==> src/inc/edfc_pkg.sv <==
/*
  package of the descriptor and frame configuration block: register map, field layout,
  reset values and gap offsets.
  assumes a 32-bit apb register bus; byte addresses are taken as given.
*/
package edfc_pkg;
  // register base byte addresses, each but status followed by clear/set/invert aliases
  localparam logic [7:0] ADDR_TX_DESCRIPTOR_START = 8'h00;
  localparam logic [7:0] ADDR_RX_DESCRIPTOR_START = 8'h10;
  localparam logic [7:0] ADDR_BACK_TO_BACK_GAP    = 8'h20;
  localparam logic [7:0] ADDR_MAX_FRAME_LENGTH    = 8'h30;
  localparam logic [7:0] ADDR_CONTROL             = 8'h40;
  localparam logic [7:0] ADDR_STATUS              = 8'h50;
  // alias offsets within a register slot
  localparam logic [3:0] ALIAS_WRITE = 4'h0;
  localparam logic [3:0] ALIAS_CLEAR = 4'h4;
  localparam logic [3:0] ALIAS_SET   = 4'h8;
  localparam logic [3:0] ALIAS_INV   = 4'hC;
  // field layout
  localparam int DESC_ADDR_LSB = 2;
  localparam int GAP_WIDTH     = 7;
  localparam int MAXF_WIDTH    = 16;
  localparam int CTL_FULL_DUPLEX_BIT = 0;
  // reset values
  localparam logic [31:0] RESET_DESCRIPTOR_START = 32'h0000_0000;
  localparam logic [6:0]  RESET_GAP              = 7'h12;
  localparam logic [15:0] RESET_MAX_FRAME        = 16'h05EE;
  localparam logic [31:0] RESET_CONTROL          = 32'h0000_0000;
  // enforced gap = programmed value plus duplex offset, in nibble times
  localparam logic [7:0]  GAP_OFFSET_FULL = 8'h03;
  localparam logic [7:0]  GAP_OFFSET_HALF = 8'h06;
  // apb transfer phase states
  typedef enum logic [0:0] {EDFC_IDLE, EDFC_ACCESS} edfc_state_e;
endpackage : edfc_pkg

==> src/inc/edfc_gap_if.sv <==
/*
  interface between the register file and the gap timer.
  assumes one clock domain; the timer sees a per-nibble enable pulse.
*/
`timescale 1ns/1ps
interface edfc_gap_if;
  logic [7:0] gap_nibbles;   // enforced gap length
  logic       tx_end;        // pulse: packet ended
  logic       nibble_tick;   // pulse: one nibble time passed
  logic       gap_open;      // level: next packet may start
  modport regs  (output gap_nibbles, output tx_end, output nibble_tick, input gap_open);
  modport timer (input gap_nibbles, input tx_end, input nibble_tick, output gap_open);
endinterface : edfc_gap_if

==> src/hw/edfc_gap_timer.sv <==
/*
  inter-packet gap timer: counts nibble times after each transmitted packet.
  assumes tx_end and nibble_tick are one-cycle pulses from the same clock.
*/
`timescale 1ns/1ps
module edfc_gap_timer (
  input  wire logic clk,
  input  wire logic reset_n,
  edfc_gap_if.timer gap
);
  logic [7:0] count_q;
  logic [7:0] count_d;

  // reload on packet end, count down on each nibble tick, holding at zero
  always_comb begin
    count_d = count_q;
    if (gap.tx_end) begin
      count_d = gap.gap_nibbles;
    end else if (gap.nibble_tick && (count_q != 8'h00)) begin
      count_d = count_q - 8'h01;
    end
  end

  always_ff @(posedge clk or negedge reset_n) begin
    if (!reset_n) begin
      count_q <= 8'h00;
    end else begin
      count_q <= count_d;
    end
  end

  assign gap.gap_open = (count_q == 8'h00) && !gap.tx_end;
endmodule : edfc_gap_timer

==> src/hw/edfc_regs.sv <==
/*
  descriptor start and frame configuration registers of an ethernet controller,
  with clear/set/invert aliases, an apb slave, a gap timer and a frame length check.
  assumes the transmit and receive engines supply one-cycle event pulses and a
  nibble-time enable pulse, all synchronous to clk.
*/
`timescale 1ns/1ps
module edfc_regs (
  input  wire logic        clk,
  input  wire logic        reset_n,
  // apb slave
  input  wire logic        psel,
  input  wire logic        penable,
  input  wire logic        pwrite,
  input  wire logic [7:0]  paddr,
  input  wire logic [31:0] pwdata,
  input  wire logic [3:0]  pstrb,
  output logic             pready,
  output logic [31:0]      prdata,
  output logic             pslverr,
  // transmit engine
  input  wire logic        tx_done,
  input  wire logic [31:0] tx_last_descriptor,
  input  wire logic        tx_frame_end,
  input  wire logic        nibble_tick,
  output logic             tx_gap_open,
  output logic [31:0]      tx_first_descriptor_address,
  // receive engine
  input  wire logic [15:0] rx_frame_octets,
  output logic             rx_frame_too_long,
  output logic [31:0]      rx_first_descriptor_address,
  output logic [15:0]      max_frame_octets
);
  edfc_gap_if gap ();

  logic [29:0] tx_start_q, tx_start_d;
  logic [29:0] rx_start_q, rx_start_d;
  logic [6:0]  interpacket_gap_value_q, interpacket_gap_value_d;
  logic [15:0] max_frame_q, max_frame_d;
  logic        full_duplex_q, full_duplex_d;
  logic        too_long_q, too_long_d;
  logic        tx_updated_q, tx_updated_d;
  logic [31:0] prdata_q, prdata_d;

  logic        access;
  logic        wr_ok;
  logic        mapped;
  logic [7:0]  base;
  logic [3:0]  alias_sel;
  logic [31:0] wmask;

  // apb decode: slot base and alias select
  assign access    = psel && penable;
  assign base      = {paddr[7:4], 4'h0};
  assign alias_sel = paddr[3:0];
  assign mapped    = (base <= edfc_pkg::ADDR_STATUS) && (paddr[1:0] == 2'b00);
  assign wr_ok     = access && pwrite && mapped &&
                     ((pstrb == 4'hF) || (pstrb == 4'h3) || (pstrb == 4'hC));
  // per-byte write mask from the strobes of a halfword or word access
  assign wmask     = {{8{pstrb[3]}}, {8{pstrb[2]}}, {8{pstrb[1]}}, {8{pstrb[0]}}};
  assign pready    = 1'b1;
  assign pslverr   = 1'b0;
  assign prdata    = prdata_q;

  function automatic logic [31:0] apply_alias(
    input logic [31:0] cur,
    input logic [3:0]  sel,
    input logic [31:0] data,
    input logic [31:0] mask
  );
    logic [31:0] m;
    m = data & mask;
    unique case (sel)
      edfc_pkg::ALIAS_WRITE: apply_alias = (cur & ~mask) | m;
      edfc_pkg::ALIAS_CLEAR: apply_alias = cur & ~m;
      edfc_pkg::ALIAS_SET:   apply_alias = cur | m;
      edfc_pkg::ALIAS_INV:   apply_alias = cur ^ m;
      default:               apply_alias = cur;
    endcase
  endfunction : apply_alias

  // next values of the software registers and the hardware updates
  always_comb begin
    logic [31:0] tmp;
    tmp                     = 32'h0000_0000;
    tx_start_d              = tx_start_q;
    rx_start_d              = rx_start_q;
    interpacket_gap_value_d = interpacket_gap_value_q;
    max_frame_d             = max_frame_q;
    full_duplex_d           = full_duplex_q;
    tx_updated_d            = tx_updated_q;
    if (wr_ok) begin
      unique case (base)
        edfc_pkg::ADDR_TX_DESCRIPTOR_START: begin
          tmp        = apply_alias({tx_start_q, 2'b00}, alias_sel, pwdata, wmask);
          tx_start_d = tmp[31:edfc_pkg::DESC_ADDR_LSB];
        end
        edfc_pkg::ADDR_RX_DESCRIPTOR_START: begin
          tmp        = apply_alias({rx_start_q, 2'b00}, alias_sel, pwdata, wmask);
          rx_start_d = tmp[31:edfc_pkg::DESC_ADDR_LSB];
        end
        edfc_pkg::ADDR_BACK_TO_BACK_GAP: begin
          tmp = apply_alias({25'h0, interpacket_gap_value_q}, alias_sel, pwdata, wmask);
          interpacket_gap_value_d = tmp[edfc_pkg::GAP_WIDTH-1:0];
        end
        edfc_pkg::ADDR_MAX_FRAME_LENGTH: begin
          tmp         = apply_alias({16'h0, max_frame_q}, alias_sel, pwdata, wmask);
          max_frame_d = tmp[edfc_pkg::MAXF_WIDTH-1:0];
        end
        edfc_pkg::ADDR_CONTROL: begin
          tmp           = apply_alias({31'h0, full_duplex_q}, alias_sel, pwdata, wmask);
          full_duplex_d = tmp[edfc_pkg::CTL_FULL_DUPLEX_BIT];
        end
        // status: write of one clears the sticky update flag
        edfc_pkg::ADDR_STATUS: begin
          if (pwdata[0] && pstrb[0]) begin
            tx_updated_d = 1'b0;
          end
        end
        default: begin
          tmp = 32'h0000_0000;
        end
      endcase
    end
    // hardware load after success, wins over software
    // only the tx engine event touches the tx start
    if (tx_done) begin
      tx_start_d   = tx_last_descriptor[31:edfc_pkg::DESC_ADDR_LSB];
      tx_updated_d = 1'b1;
    end
  end

  // frame length check against the limit
  always_comb begin
    too_long_d = (rx_frame_octets > max_frame_q);
  end

  // read mux with unimplemented bits as zero
  always_comb begin
    prdata_d = prdata_q;
    if (psel && !penable && !pwrite) begin
      prdata_d = 32'h0000_0000;
      if (paddr[3:0] == edfc_pkg::ALIAS_WRITE) begin
        unique case (base)
          edfc_pkg::ADDR_TX_DESCRIPTOR_START: prdata_d = {tx_start_q, 2'b00};
          edfc_pkg::ADDR_RX_DESCRIPTOR_START: prdata_d = {rx_start_q, 2'b00};
          edfc_pkg::ADDR_BACK_TO_BACK_GAP:    prdata_d = {25'h0, interpacket_gap_value_q};
          edfc_pkg::ADDR_MAX_FRAME_LENGTH:    prdata_d = {16'h0, max_frame_q};
          edfc_pkg::ADDR_CONTROL:             prdata_d = {31'h0, full_duplex_q};
          edfc_pkg::ADDR_STATUS:              prdata_d = {30'h0, !tx_gap_open, tx_updated_q};
          default:                            prdata_d = 32'h0000_0000;
        endcase
      end
    end
  end

  // register update
  always_ff @(posedge clk or negedge reset_n) begin
    if (!reset_n) begin
      tx_start_q              <= edfc_pkg::RESET_DESCRIPTOR_START[31:2];
      rx_start_q              <= edfc_pkg::RESET_DESCRIPTOR_START[31:2];
      interpacket_gap_value_q <= edfc_pkg::RESET_GAP;
      max_frame_q             <= edfc_pkg::RESET_MAX_FRAME;
      full_duplex_q           <= edfc_pkg::RESET_CONTROL[0];
      too_long_q              <= 1'b0;
      tx_updated_q            <= 1'b0;
      prdata_q                <= 32'h0000_0000;
    end else begin
      tx_start_q              <= tx_start_d;
      rx_start_q              <= rx_start_d;
      interpacket_gap_value_q <= interpacket_gap_value_d;
      max_frame_q             <= max_frame_d;
      full_duplex_q           <= full_duplex_d;
      too_long_q              <= too_long_d;
      tx_updated_q            <= tx_updated_d;
      prdata_q                <= prdata_d;
    end
  end

  // enforced gap is value plus duplex offset
  assign gap.gap_nibbles = {1'b0, interpacket_gap_value_q} +
                           (full_duplex_q ? edfc_pkg::GAP_OFFSET_FULL
                                          : edfc_pkg::GAP_OFFSET_HALF);
  assign gap.tx_end      = tx_frame_end;
  assign gap.nibble_tick = nibble_tick;

  // gap timer holds off the next packet
  edfc_gap_timer u_gap_timer (
    .clk     (clk),
    .reset_n (reset_n),
    .gap     (gap.timer)
  );

  // outputs to the engines
  assign tx_gap_open                 = gap.gap_open;
  assign tx_first_descriptor_address = {tx_start_q, 2'b00};
  assign rx_first_descriptor_address = {rx_start_q, 2'b00};
  assign max_frame_octets            = max_frame_q;
  assign rx_frame_too_long           = too_long_q;
endmodule : edfc_regs

==> config.mk <==
export PLATFORM = sky130hd
export DESIGN_NAME = edfc_regs
export DESIGN_NICKNAME = d
export VERILOG_FILES = /design/src/inc/edfc_pkg.sv /design/src/inc/edfc_gap_if.sv /design/src/hw/edfc_gap_timer.sv /design/src/hw/edfc_regs.sv
export SDC_FILE = /design/constraint.sdc
export NUM_CORES = 1
export LEC_CHECK = 0
export BUFFER_PORTS_ARGS = -buffer_cell sky130_fd_sc_hd__buf_2
export CORE_MARGIN = 2
export CORE_UTILIZATION = 55
export CTS_BUF_LIST = sky130_fd_sc_hd__clkbuf_16
export CTS_CLUSTER_SIZE = 28
export DETAILED_ROUTE_END_ITERATION = 8
export GPL_TIMING_DRIVEN = 0
export PLACE_DENSITY = 0.81
export SETUP_SLACK_MARGIN = 0.1
export SKIP_CTS_REPAIR_TIMING = 1
export SLEW_MARGIN = 25
export SYNTH_ARGS = -nofsm -noshare
export SYNTH_HDL_FRONTEND = slang
export SYNTH_SLANG_ARGS = --single-unit
==> constraint.sdc <==
create_clock -name clk -period 2.15 [get_ports clk]
set_clock_uncertainty 0.2 [all_clocks]
set_input_delay 0.215 -clock clk [delete_from_list [all_inputs] [get_ports clk]]
set_output_delay 0.215 -clock clk [all_outputs]
set_load 0.005 [all_outputs]
Word-level counts from Yosys, hierarchy flattened. Cells that the tools add are included.

Logic and storage cells: 103. Bits in writable memories: 0. Memories kept: 0. Register bits after elaboration: 126. Input port bits: 100. Bits in read-only memories: 0. Latch bits: 0. Output and inout port bits: 116.

$mul: 0. Eq/ne operators: 11. Bitwise operators: 28. Add/subtract/negate cells: 2. Magnitude comparators: 2. Reduce and logical (&&, ||, !) cells: 34. Shifts and indexed selects: 0. Mux-type cells: 17. Divide/modulo/power cells: 0.

Operators by type and width (count): one-hot mux 32 bit (4 select lines) (2); one-hot mux 32 bit (6 select lines) (1); bitwise AND 32 bit (5); bitwise OR 32 bit (4); 2-to-1 mux 30 bit (3); inverter 32 bit (2); one-hot mux 16 bit (4 select lines) (1); XOR 32 bit (2); bitwise AND 16 bit (2); 2-to-1 mux 32 bit (1); bitwise OR 16 bit (2); one-hot mux 7 bit (4 select lines) (1); AND reduction 3 bit (6); equality test 4 bit (second input constant) (4); greater-than comparator 16 bit (1); zero test 8 bit (2); 2-to-1 mux 8 bit (2); XOR 16 bit (1); bitwise AND 7 bit (2); bitwise OR 7 bit (2); equality test 4 x 2 -> 1 bit (second input constant) (3); equality test 4 x 3 -> 1 bit (second input constant) (3); logical AND 1 bit (10); nonzero test 2 bit (5); 18 further kinds (27).

Logic depth before layout (Yosys ltp).
Depth in word-level cells: 7. Depth in mapped cells: 8. Depth with buffers taken out: 8.

By module. From an unflattened synthesis, not the netlist that was laid out.

Cells, all modules: 1133. Area total of the unflattened synthesis: 9450.3 µm².

By module, submodules not included: edfc_regs (cells an instance 1071, seq. area each 2965.3 µm², area each 8899.8 µm², instances 1); edfc_gap_timer (cells an instance 62, seq. area each 200.2 µm², area each 550.5 µm², instances 1).

Worst setup path before layout. OpenSTA, ideal clock, no wires.

Kind: register -> register. Start point: reg u_gap_timer.count_q[2]. End point: reg u_gap_timer.count_q[7]. Required time: 1.812 ns. Path buffers: 0. Period minus slack after synthesis: 1.899 ns. Data arrival time: 1.561 ns. Path slack: 0.251 ns. Setup time: 0.138 ns. Stages on the path, launching flop included: 5. Cell sequence: dfrtp_1 or4b_1 nor4b_1 mux2i_1 o32ai_1.

Word-level cells in the longest chain between the ends: 3.

RTL lines: from (decl) (line edfc_gap_timer.sv:11) `logic [7:0] count_q;`; from (signal assigned) (line edfc_gap_timer.sv:28) `count_q <= count_d;`; subtractor 8 x 1 -> 8 bit / nonzero test 8 bit (equally long branches) (line edfc_gap_timer.sv:20, edfc_gap_timer.sv:19); 2-to-1 mux 8 bit / logical AND 1 bit (equally long branches) (line edfc_gap_timer.sv:19) `end else if (gap.nibble_tick && (count_q != 8'h00)) begin`; 2-to-1 mux 8 bit / nonzero test 2 bit (equally long branches).

Several ways; a longest one is shown, not always the timed one. The select of a mux whose other input is x is not followed. A chain may end at the register's enable or synchronous reset.

Worst setup path in the final report.
Start point: reg u_gap_timer.count_q[5]. End point: out tx_gap_open.

Word-level cells in the longest chain between the ends: 2.

RTL lines: zero test 8 bit (line edfc_gap_timer.sv:32) `assign gap.gap_open = (count_q == 8'h00) && !gap.tx_end;`; logical AND 1 bit (line edfc_gap_timer.sv:32); to (decl) (line edfc_regs.sv:26) `output logic tx_gap_open,`.

Every way passes these cells.

==> flow_summary_export.csv <==
group,metric,value,unit
run_status,status,"finished with violations",
run_status,violations,"negative hold slack",
final_layout,synthToLayoutAreaGrowth,26.5,%
cts,insertion_delay,0.43,ns
critical_path,path_class,"flip-flop to output pin",
die,rows,47,
timing,slew_headroom,47.2,%
cts,cts.sinks,126,
synthesis,synth_edf_count,0,
cts,htreeDepth,4,
synthesis,yosysSeqAreaShare,34.6,%
final_layout,drive_gt1_share,22.5,%
drt,ant_nets,0,
pwr,pwr-share-comb,16.2,%
pwr,p_clk_share,45.6,%
cts,clk_pin_slew,0.06,ns
place,dpl.cell_count,1486,
die,design.portCount,216,
drt,drtIter0Drc,963,
synthesis,yosysTopAreaCell,"dfrtp_1",
timing,layout_setup_ws,0.101,ns
final_layout,nNetsFinal,1527,
critical_path,crit_arrival,1.63,ns
timing,finalMaxSlewViolations,0,
timing,finalCritPeriodShare,95.3,%
grt,antenna_found_initial,0,
critical_path,path_max_fanout,4,
die,die_area,17700,um^2
pwr,power_density,576,nW/um^2
timing,fin_hold_ws,-0.0259,ns
pwr,vdd_ir_drop_max,0.569,mV
pwr,power,6.66,mW
die,initial_core_util,55.7,%
drt,drc,0,
die,die_width,133,um
min_path,min-delay-path-class,"input pin to flip-flop",
drt,wl_per_cell,19.4,um
timing,min_period,2.05,ns
place,dp_hpwl,21400,um
timing,rsz0062_at_grt,"yes",
critical_path,critPathCaptureType,"output pin",
critical_path,worstSetupStartpointType,"flip-flop",
cts,cts_buffer_depth,2,
place,gp_congestion,0.951,
drt,viasPerCell,6.01,
synthesis,yosysMostFrequentCell,"nand2_1",
timing,setup_viol,0,
pwr,p_leak,5.51,nW
die,coreArea,16400,um^2
place,pre_cts_ws,-0.332,ns
grt,grt_usage,33.4,%
drt,routed_wl,30200,um
die,chipHeight,133,um
flow_run,max-cap-violations,0,
pwr,p_seq_share,38.3,%
grt,grt_pass1_vias,8639,
synthesis,syn_area_per_cell,8.64,um^2
synthesis,async_flop_share,100,%
timing,max_freq,0.488,GHz
pwr,p_sw,1.86,mW
grt,overflow,0,
timing,worst_slew_pin_slew,0.791,ns
timing,finalSetupTns,0,ns
drt,drt_pass1_iterations,8,
pwr,cellInternalPower,4.80,mW
pwr,p_sw_share,27.9,%
place,io_buffer_count,203,
synthesis,ys_top_cells_by_count,"132 x nand2_1, 125 x a21oi_1, 116 x dfrtp_1",
cts,cts_tree,"built",
synthesis,synth-main-ff-cell,"dfrtp_1",
synthesis,synthTopCellsByArea,"dfrtp_1 32%, ha_1 14%, a21oi_1 6.8%, mux2i_1 5.5%, nand2_1 5.4%",
synthesis,ys_seq_elements,126,
drt,vias,9358,
critical_path,critPathRequiredTime,1.74,ns
grt,grt_pass1_wl,46400,um
synthesis,syn_inst,1058,
cts,cts_buffers,17,
synthesis,syn-cell-area,9140,um^2
synthesis,ys_types,58,
cts,cts_root_buffer,"clkbuf_16",
grt,grt_max_degree,67,
final_layout,instances_no_fill,1556,
synthesis,synth_top_area_share,31.8,%
synthesis,yosys_warnings,0,
timing,hold_viol,3,
-- worst max-delay path, cell delays in order, from the launching register on --
cell and delay, ns:
dfrtp_1 0.47, nor4_4 0.37, nand2_2 0.13, nor2_4 0.10
buf_2 0.12
-- power by group through the flow --
stage	clock, mW	combinational, mW	sequential, mW
6_report	3.03	1.08	2.55
2_1_floorplan	0	0.574	2.56
5_1_grt	3.14	1.19	2.55
3_3_place_gp	0	0.937	2.58
3_5_place_dp	0	0.980	2.58
4_1_cts	3.02	0.988	2.54
-- layout by cell type, fill, tap and decap left out, types with 7 or more instances in the layout --
master and instances:
buf_2 216, nand2_1 131, a21oi_1 125, dfrtp_1 116
ha_1 103, inv_1 69, nor2_1 62, o21ai_0 60
mux2i_1 50, a22oi_1 46, clkbuf_1 42, o21ai_1 38
dlygate4sd3_1 33, o2bb2ai_1 30, a22o_1 28, clkbuf_16 17
buf_4 14, nand3_1 11, a222oi_1 10, dfstp_2 10
o211ai_1 9, clkbuf_2 7, xnor2_1 7
-- flip-flops by register name, indices dropped and copies added, names as in the netlist --
name,cells
full_duplex_q,1
interpacket_gap_value_q,7
max_frame_octets,16
prdata,32
rx_frame_too_long,1
rx_start_q,30
tx_start_q,30
tx_updated_q,1
u_gap_timer.count_q,8
-- cells by family (layout without fill, tap and decap cells) --
kind of cell               after synthesis  after routing  share of synthesized area (%)
buffers and inverters                  151            424                           7.08
and+or+nand+nor                        243            243                           11.7
xor gates and xnor gates                10             10                          0.958
adders and majority gates              105            105                           14.4
other                                    2              7                         0.0822
muxes                                   52             52                           5.72
AOI/OAI and AO/OA                      369            369                           25.4
DFF                                    126            126                           34.6
-- path summary, 6_finish.rpt --
| kind | startpoint | to | slack, ns | cells past startpoint |
|---|---|---|---|---|
| max | u_gap_timer.count_q[5] | tx_gap_open | 0.10 | 4 |
| min | pwdata[4] | interpacket_gap_value_q[4] | -0.03 | 4 |
| max reg2reg | u_gap_timer.count_q[2] | u_gap_timer.count_q[7] | 0.10 | 4 |
| min reg2reg | prdata[26] | prdata[26] | 0.28 | 2 |
| max in group asynchronous | reset_n | tx_start_q[27] | 0.92 | 3 |
| min in group asynchronous | reset_n | rx_frame_too_long | 0.12 | 2 |
-- stage by stage --
stage                     area [um^2]  util, %
after floorplan                  9160        -
after global placement          10400     63.7
after global routing            11600     70.4
after CTS                       11100     67.6
after detailed placement        10500     63.9
final                           11600     70.5
-- layer usage --
metal | global-route usage, % | part of all wire [%] | wire length, um | vias up
met5 | 0 | 0 | 0 | -
met4 | 13.2 | 3.4 | 1020 | 0
met3 | 6.82 | 10 | 3140 | 75
met2 | 51.1 | 46 | 13900 | 567
met1 | 46.5 | 40 | 12200 | 4382
li1 | - | - | - | 4334
-- area by class of cell --
type / instances / area (um^2)
clock buffer: 17 / 425
buffer: 82 / 394
clock inverter: 15 / 179
sequential: 126 / 3170
fill: 1284 / 4850
tap: 220 / 275
timing repair buffer: 241 / 1410
inverter: 69 / 259
multi-input combinational: 785 / 5450
antenna: 1 / 2.50
Note: power is estimated with default switching activity, not from simulation.
